[config.mk]
export PLATFORM = sky130hd
export DESIGN_NAME = mtrc_merge_buffer
export DESIGN_NICKNAME = d
export VERILOG_FILES = /design/src/rtl/mtrc_pkg.sv /design/src/rtl/mtrc_merge_buffer.sv
export VERILOG_INCLUDE_DIRS = /design/src /design/src/rtl
export SDC_FILE = /design/constraint.sdc
export NUM_CORES = 1
export LEC_CHECK = 0
export ABC_AREA = 1
export BUFFER_PORTS_ARGS = -buffer_cell sky130_fd_sc_hd__buf_2
export CAP_MARGIN = 20
export CORE_UTILIZATION = 50
export DETAILED_ROUTE_END_ITERATION = 16
export GPL_ROUTABILITY_DRIVEN = 0
export PLACE_DENSITY = 0.79
export SLEW_MARGIN = 20
export SYNTH_ARGS = -nofsm -noshare
export SYNTH_HDL_FRONTEND = slang
export SYNTH_SLANG_ARGS = --single-unit
[constraint.sdc]
create_clock -name clock -period 2.78 [get_ports clock]
set_clock_uncertainty 0.15 [all_clocks]
set_input_delay 0 -clock clock [delete_from_list [all_inputs] [get_ports clock]]
set_output_delay 0 -clock clock [all_outputs]
set_load 0.05 [all_outputs]
[src/rtl/mtrc_regs.svh]
`ifndef MTRC_REGS_SVH
`define MTRC_REGS_SVH

// model-specific register address of the range control register
`define MTRC_MSR_ADDR 32'hc0000085
`define MTRC_CTRL_RESET 64'h0000000000000000

// layout of one 32-bit range descriptor
`define MTRC_HALF_W 32
`define MTRC_UC_BIT 0
`define MTRC_WC_BIT 1
`define MTRC_MASK_LSB 2
`define MTRC_BASE_LSB 17
`define MTRC_FIELD_W 15

// physical address slicing
`define MTRC_ADDR_LSB 17
`define MTRC_BLK_LSB 3
`define MTRC_LANE_BIT 2

`endif

[src/rtl/mtrc_pkg.sv]
package mtrc_pkg;

    typedef enum logic [1:0] {
        MTRC_MT_NONE = 2'b00,
        MTRC_MT_WC = 2'b01,
        MTRC_MT_UC = 2'b10
    } mtrc_mtype_t;

    typedef enum logic {
        MTRC_MB_EMPTY = 1'b0,
        MTRC_MB_HOLD = 1'b1
    } mtrc_mb_state_t;

endpackage : mtrc_pkg

[src/rtl/mtrc_merge_buffer.sv]
`timescale 1ns/1ps
`include "mtrc_regs.svh"

// 8-byte write merge buffer
module mtrc_merge_buffer (
    input wire logic clock,
    input wire logic rst,
    input wire logic ce,
    input wire logic mergeEn,
    input wire logic flush,
    input wire logic [31:0] addr,
    input wire logic [3:0] be,
    input wire logic [31:0] data,
    output logic outValid,
    output logic [28:0] outAddr,
    output logic [63:0] outData,
    output logic [7:0] outBe
);
    import mtrc_pkg::*;

    mtrc_mb_state_t state_q, state_d;
    logic [28:0] blkAddr_q, blkAddr_d;
    logic [63:0] bufData_q, bufData_d;
    logic [7:0] bufBe_q, bufBe_d;
    logic outValid_d;
    logic [28:0] outAddr_d;
    logic [63:0] outData_d;
    logic [7:0] outBe_d;
    logic [7:0] laneBe;
    logic [63:0] laneData;
    logic [63:0] mergedData;
    logic sameBlk;

    assign laneBe = addr[`MTRC_LANE_BIT] ? {be, 4'h0} : {4'h0, be};
    assign laneData = {data, data};
    assign sameBlk = addr[31:`MTRC_BLK_LSB] == blkAddr_q;

    // per-byte merge of new lanes over held lanes
    genvar b;
    generate
        for (b = 0; b < 8; b++)
        begin : g_lane
            assign mergedData[b*8 +: 8] = laneBe[b] ? laneData[b*8 +: 8] : bufData_q[b*8 +: 8];
        end
    endgenerate

    always_comb
    begin
        state_d = state_q;
        blkAddr_d = blkAddr_q;
        bufData_d = bufData_q;
        bufBe_d = bufBe_q;
        outValid_d = 1'b0;
        outAddr_d = outAddr;
        outData_d = outData;
        outBe_d = outBe;
        case (state_q)
            MTRC_MB_EMPTY:
            begin
                if (mergeEn)
                begin
                    state_d = MTRC_MB_HOLD;
                    blkAddr_d = addr[31:`MTRC_BLK_LSB];
                    bufData_d = laneData;
                    bufBe_d = laneBe;
                end
            end
            MTRC_MB_HOLD:
            begin
                if (mergeEn && sameBlk && !flush)
                begin
                    bufData_d = mergedData;
                    bufBe_d = bufBe_q | laneBe;
                end
                else if (mergeEn || flush)
                begin
                    // one bus write for everything merged so far
                    outValid_d = 1'b1;
                    outAddr_d = blkAddr_q;
                    outData_d = bufData_q;
                    outBe_d = bufBe_q;
                    state_d = MTRC_MB_EMPTY;
                    if (mergeEn)
                    begin
                        state_d = MTRC_MB_HOLD;
                        blkAddr_d = addr[31:`MTRC_BLK_LSB];
                        bufData_d = laneData;
                        bufBe_d = laneBe;
                    end
                end
            end
            default:
            begin
                state_d = MTRC_MB_EMPTY;
            end
        endcase
    end

    always_ff @(posedge clock)
    begin
        if (rst)
        begin
            state_q <= MTRC_MB_EMPTY;
            blkAddr_q <= 29'h0;
            bufData_q <= 64'h0;
            bufBe_q <= 8'h0;
            outValid <= 1'b0;
            outAddr <= 29'h0;
            outData <= 64'h0;
            outBe <= 8'h0;
        end
        else if (ce)
        begin
            state_q <= state_d;
            blkAddr_q <= blkAddr_d;
            bufData_q <= bufData_d;
            bufBe_q <= bufBe_d;
            outValid <= outValid_d;
            outAddr <= outAddr_d;
            outData <= outData_d;
            outBe <= outBe_d;
        end
    end

    property p_emit_has_bytes;
        @(posedge clock) disable iff (rst)
        outValid && $past(ce) |-> (outBe != 8'h00) && $past(state_q == MTRC_MB_HOLD);
    endproperty
    a_emit_has_bytes: assert property (p_emit_has_bytes) else $error("merge write out with no bytes");

endmodule : mtrc_merge_buffer

-- Word-level counts from Yosys, hierarchy flattened
Index checks and enable logic that the tools add are counted.
Widths: inputs -> output; s select.
- equal/unequal tests: 12
- mux-type cells: 28
- bitwise gates (word level): 3
- reductions and logical operators: 15
- operators with widths (cell ; count):
    $mux 64 ; 3
    $pmux 64 s2 ; 1
    $mux 8 ; 12
    $mux 29 ; 3
    $pmux 29 s2 ; 1
    $eq 29x29->1 ; 1
    $reduce_and 3->1 ; 9
    $ne 3x3->1 const B ; 8
    $pmux 8 s2 ; 1
    $or 8x8->8 ; 1
    $mux 1 ; 6
    $reduce_and 4->1 ; 1
    $ne 3x1->1 const B ; 1
    $logic_and 1x1->1 ; 2
    $ne 2x1->1 const B ; 1
    $ne 2x2->1 const B ; 1
    $not 1->1 ; 2
    $pmux 1 s2 ; 1
    $reduce_and 2->1 ; 1
    $logic_not 1->1 ; 1
    $logic_or 1x1->1 ; 1
- register bits after elaboration: 204
- input port bits: 73
- word-level logic and storage cells: 73

-- Logic depth before layout (Yosys ltp)
- depth in word-level cells: 5
- mapped depth: 15
- gate-level depth less buffers: 13

-- Worst setup path after synthesis
No wires, ideal clock.
- kind: register to register
- start point: reg blkAddr_q[1]
- end point: reg blkAddr_q[18]
- data arrival time: 1.524 ns
- path slack: 0.991 ns
- stages on the path, launching flop included: 16
- period minus slack after synthesis: 1.789 ns
- cells stage by stage: dfxtp_1 > inv_2 > nand2_1 > nand2_1 > inv_1 > nand2_1 > nor2_1 > nand2_1 > nor2_2 > nand3_4 > nand2_4 > inv_2 > buf_2 > buf_6 > nor2_1 > nor2_1
- word-level cells in the longest chain between the ends: 5
- ends and longest elaborated chain (element ; line ; text):
    start, declared ; mtrc_merge_buffer.sv:22 ; logic [28:0] blkAddr_q, blkAddr_d;
    start signal, assigned ; mtrc_merge_buffer.sv:115 ; blkAddr_q <= blkAddr_d;
    $eq 29x29->1 ; mtrc_merge_buffer.sv:36 ; assign sameBlk = addr[31:`MTRC_BLK_LSB] == blkAddr_q;
    $logic_and 1x1->1 (2 in series) ; mtrc_merge_buffer.sv:70 ; if (mergeEn && sameBlk && !flush)
    $ne 2x2->1 (no line) ; n/a ;
    $reduce_and 3->1 (no line) ; n/a ;
No other way between the ends.
A chain may end at the register's enable or synchronous reset.

-- Worst setup path after layout
- start point: reg blkAddr_q[15]
- end point: reg bufBe_q[6]
- word-level cells in the longest chain between the ends: 5
- elaborated cells between the ends (all ways): 7
- ends and longest elaborated chain (element ; line ; text):
    $eq 29x29->1 (*) ; mtrc_merge_buffer.sv:36 ;
    $logic_and 1x1->1 (*) (2 in series) ; mtrc_merge_buffer.sv:70 ;
    $mux 8 / $ne 3x1->1 (equally long branches) ; n/a ;
    $pmux 8 s2 / $reduce_and 2->1 (equally long branches) ; n/a ;
    end signal, assigned ; mtrc_merge_buffer.sv:117 ; bufBe_q <= bufBe_d;
    end, declared ; mtrc_merge_buffer.sv:24 ; logic [7:0] bufBe_q, bufBe_d;
Mark *: on every way between the ends. The rest lies on a longest branch, timed or not.

==> results.txt <==
- Clock-pin slew was measured on the worst setup and hold paths at 60 ps.
* Cell types with the largest area share after synthesis: sky130_fd_sc_hd__dfxtp_1, sky130_fd_sc_hd__nor2_1, sky130_fd_sc_hd__nand2_1
- Of the post-synthesis cell area, the dominant cell type holds 0.460.
- STA classifies the critical path endpoint as a flip-flop.
- Post-synthesis sequential area ratio: 0.460
- 175 I/O pins were placed.
* Worst r2r src: blkAddr_q[15]
- Slew at the pin with the worst max-slew slack: 714 ps
- Counting I/O delays and the setup requirement, the final critical path takes 2520 ps.
- Highest Clock Rate: 397 MHz
* Cell type with the highest aggregate area in the netlist: sky130_fd_sc_hd__dfxtp_1
- Clock network power share: 0.406
- Number of DRC violations after detailed routing: 0
* RR Endpoint: bufBe_q[6]
- Max-cap violations in this run came to 0.
* Total negative setup slack: 0 ps
* Maximum root-to-sink buffer count: 3
- Violation count after the first detailed-route iteration: 548
- Summing over every cut layer, the via total after detailed routing is 8874.
- In the final routed layout, each cell accounts on average for 13.3 um.
- During placement, the flow inserted port buffers numbering 172.
- Worst Hold Launch: data[1]
- Final antenna diode count: 0
- Sw Share: 0.277
- Root Buffer: sky130_fd_sc_hd__clkbuf_16
* Total routed wirelength: 23.8 mm
- For this run the aggregate overflow at the end of global routing stands at 0.
* Tightest hold margin: 120 ps
- Counting instances, the worst hold path has a depth of 4.
- Die extent in x: 135 um
* Total GRT Usage: 0.254
- Clock buffer count from CTS: 22
- When the netlist entered floorplanning its net count stood at 1410.
- The flow ran to the end, and the final reports show no timing, DRC or antenna violations.
* Proportion of power drawn by combinational gates: 0.149
* Max-slew violations: 0
* Sw power: 1.98 mW
* HPWL after detailed placement: 14.9 mm
* Netlist Area Pre-Place: 0.00888 sq mm
- After the flow finishes, the layout carries non-filler instances totaling 1790.
* Number of distinct library cells after synthesis: 24
* Area growth from synthesis to layout: 27.0%
- The floorplan step set the die height to 135 um.
* Critical path required time: 3020 ps
- The first global-routing pass estimated 38.1 mm of wire.
- Dividing the detail-routed via count by the number of cells gives 4.96.
- Path depth of the worst reg2reg path: 12
* Fraction of power consumed by sequential logic: 0.445
- Cell row count: 48
* Total number of nets in the final design: 1622
- Headroom to the max-slew limit came out at 0.524.
- In this run, placement finished with an instance count of 1673.
* Layout cells sized above 1: 0.150
* Initial antenna violation count: 0
* Std-Cell Core Area: 0.0173 sq mm
- Class of the tightest hold or removal check: primary input to flip-flop
* Core Util, Final: 0.651
- Worst reg2reg setup slack: 260 ps
- Number of storage elements in the synthesis netlist: 204
- Power per standard cell area: 636 mW/mm^2
* Mean area per synthesized cell: 6.64 sq um
- The initial utilization of the core area, before any placement, comes to 0.513.
- Setup violations remaining at the end of the flow were counted as 0.
- STA puts the critical path data arrival time at 2760 ps.
- The via count of the first global-routing pass is 8095.
- The number of endpoints with negative hold slack in the final report was 0.
- Class of the most critical setup path: flip-flop to flip-flop
- During synthesis, Yosys emitted a total of 0 warnings.
- Internal power contribution: 5.19 mW
- TritonCTS clock tree: built
- Startpoint type of the worst setup path: flip-flop
* Part of the cycle the worst path needs: 0.906
- Of all nets on the critical path, the largest fanout is 7.
* Initial DRT Pass Iterations: 5
- Total die area: 0.0183 sq mm
* RSZ-0062 raised after global routing: false
* Gate count after technology mapping: 1337
* Leakage: 5.50 nW
* Largest net degree at the start of global routing: 95
- The clock net in this run drives a total of 204 sinks.
- Antenna Nets Post-Route: 0
* Max H-tree Level: 1
- The worst-case IR drop observed on VDD is 0.505 mV.
- For the worst-skew pair, the clock arrives at the later sink with an insertion delay of 510 ps.
[metrics by stage]
| stage | cell area [sq um] | total power, mW | setup slack (ps) |
|---|---|---|---|
| final | 11300 | 7.17 | 261 |
| after floorplan | 8880 | 3.97 | 991 |
| after global placement | 9760 | 4.19 | 459 |
| after detailed placement | 9760 | 4.22 | 390 |
| after CTS | 11300 | 7.19 | 164 |
| after global routing | 11300 | 7.47 | 96.0 |
[routing by layer]
layer,vias to the layer above,track usage,share of wire
li1,4550,-,-
met1,3985,0.333,0.44
met2,290,0.430,0.48
met3,49,0.0408,0.057
met4,0,0.0749,0.020
met5,-,0,0
[worst max-delay path: stages (launching register included)]
cell	delay, ps
sky130_fd_sc_hd__dfxtp_1	380
sky130_fd_sc_hd__inv_1	50
sky130_fd_sc_hd__nand2_1	50
sky130_fd_sc_hd__nand2_1	80
sky130_fd_sc_hd__nor2_1	120
sky130_fd_sc_hd__nand2_1	60
sky130_fd_sc_hd__nor2_1	140
sky130_fd_sc_hd__nand2_1	180
sky130_fd_sc_hd__nor2_2	350
sky130_fd_sc_hd__nand3_1	110
sky130_fd_sc_hd__nand3_1	100
sky130_fd_sc_hd__a21oi_1	70
sky130_fd_sc_hd__dlygate4sd3_1	560
[cell type report]
| cell class | instances | area, sq um |
|---|---|---|
| fillers | 1535 | 6030 |
| clock buffers | 36 | 703 |
| multi-input cells | 912 | 3850 |
| flip-flops and latches | 204 | 4080 |
| inverters | 145 | 548 |
| well taps | 225 | 282 |
| clock inverters | 4 | 33.8 |
| repair buffers | 264 | 1770 |
[worst max path at each step]
stage,from,endpoint,cells past startpoint
after global placement,blkAddr_q[3],blkAddr_q[13],13
after CTS,blkAddr_q[3],bufBe_q[5],12
after floorplan,blkAddr_q[1],blkAddr_q[18],15
after detailed placement,blkAddr_q[3],blkAddr_q[15],13
final,blkAddr_q[15],bufBe_q[6],12
after global routing,blkAddr_q[10],blkAddr_q[10],13
[timing repair]
item,in CTS,in global routing
setup buffers,0,0
endpoints found under the setup margin,0,2
gates resized for setup,0,1
endpoints found under the hold margin,104,0
hold buffers,77,0
[placed cells by master, fill, tap and decap left out, types with 3 or more instances in the layout]
| cell type | synthesis | final |
|---|---|---|
| sky130_fd_sc_hd__clkinv_2 | 0 | 3 |
| sky130_fd_sc_hd__clkbuf_1 | 33 | 4 |
| sky130_fd_sc_hd__nor2_1 | 387 | 386 |
| sky130_fd_sc_hd__dlygate4sd3_1 | 0 | 77 |
| sky130_fd_sc_hd__nand3_1 | 84 | 84 |
| sky130_fd_sc_hd__o21ai_1 | 9 | 9 |
| sky130_fd_sc_hd__o21ai_0 | 126 | 126 |
| sky130_fd_sc_hd__inv_1 | 139 | 137 |
| sky130_fd_sc_hd__clkbuf_8 | 0 | 10 |
| sky130_fd_sc_hd__clkbuf_16 | 0 | 22 |
| sky130_fd_sc_hd__inv_2 | 4 | 4 |
| sky130_fd_sc_hd__a21oi_1 | 74 | 74 |
| sky130_fd_sc_hd__buf_2 | 27 | 172 |
| sky130_fd_sc_hd__nand2_1 | 224 | 224 |
| sky130_fd_sc_hd__buf_4 | 1 | 13 |
| sky130_fd_sc_hd__dfxtp_1 | 204 | 204 |
[power groups by stage]
stage,Clock (mW),Sequential [mW],Combinational (mW)
after detailed placement,0,3.25,0.965
after global routing,3.08,3.21,1.19
after floorplan,0,3.44,0.525
final,2.91,3.19,1.07
after global placement,0,3.25,0.947
after CTS,2.95,3.19,1.06
[cells by family after synthesis]
kind of cell              Yosys count  synth area share
and+or+nand+nor                   699             0.311
AOI/OAI and AO/OA                 211             0.120
DFF                               204             0.460
buffers and inverters             221             0.107
xor gates and xnor gates            2           0.00197
[cells in the mapped netlist (all sizes together)]
master	count
nand2	225
inv	143
xnor2	1
clkinv	2
nor2	388
a21oi	74
o21ai	136
clkbuf	33
buf	43
xor2	1
a211oi	1
nand3	86
dfxtp	204
No activity file was read; power rests on OpenSTA's default activity.
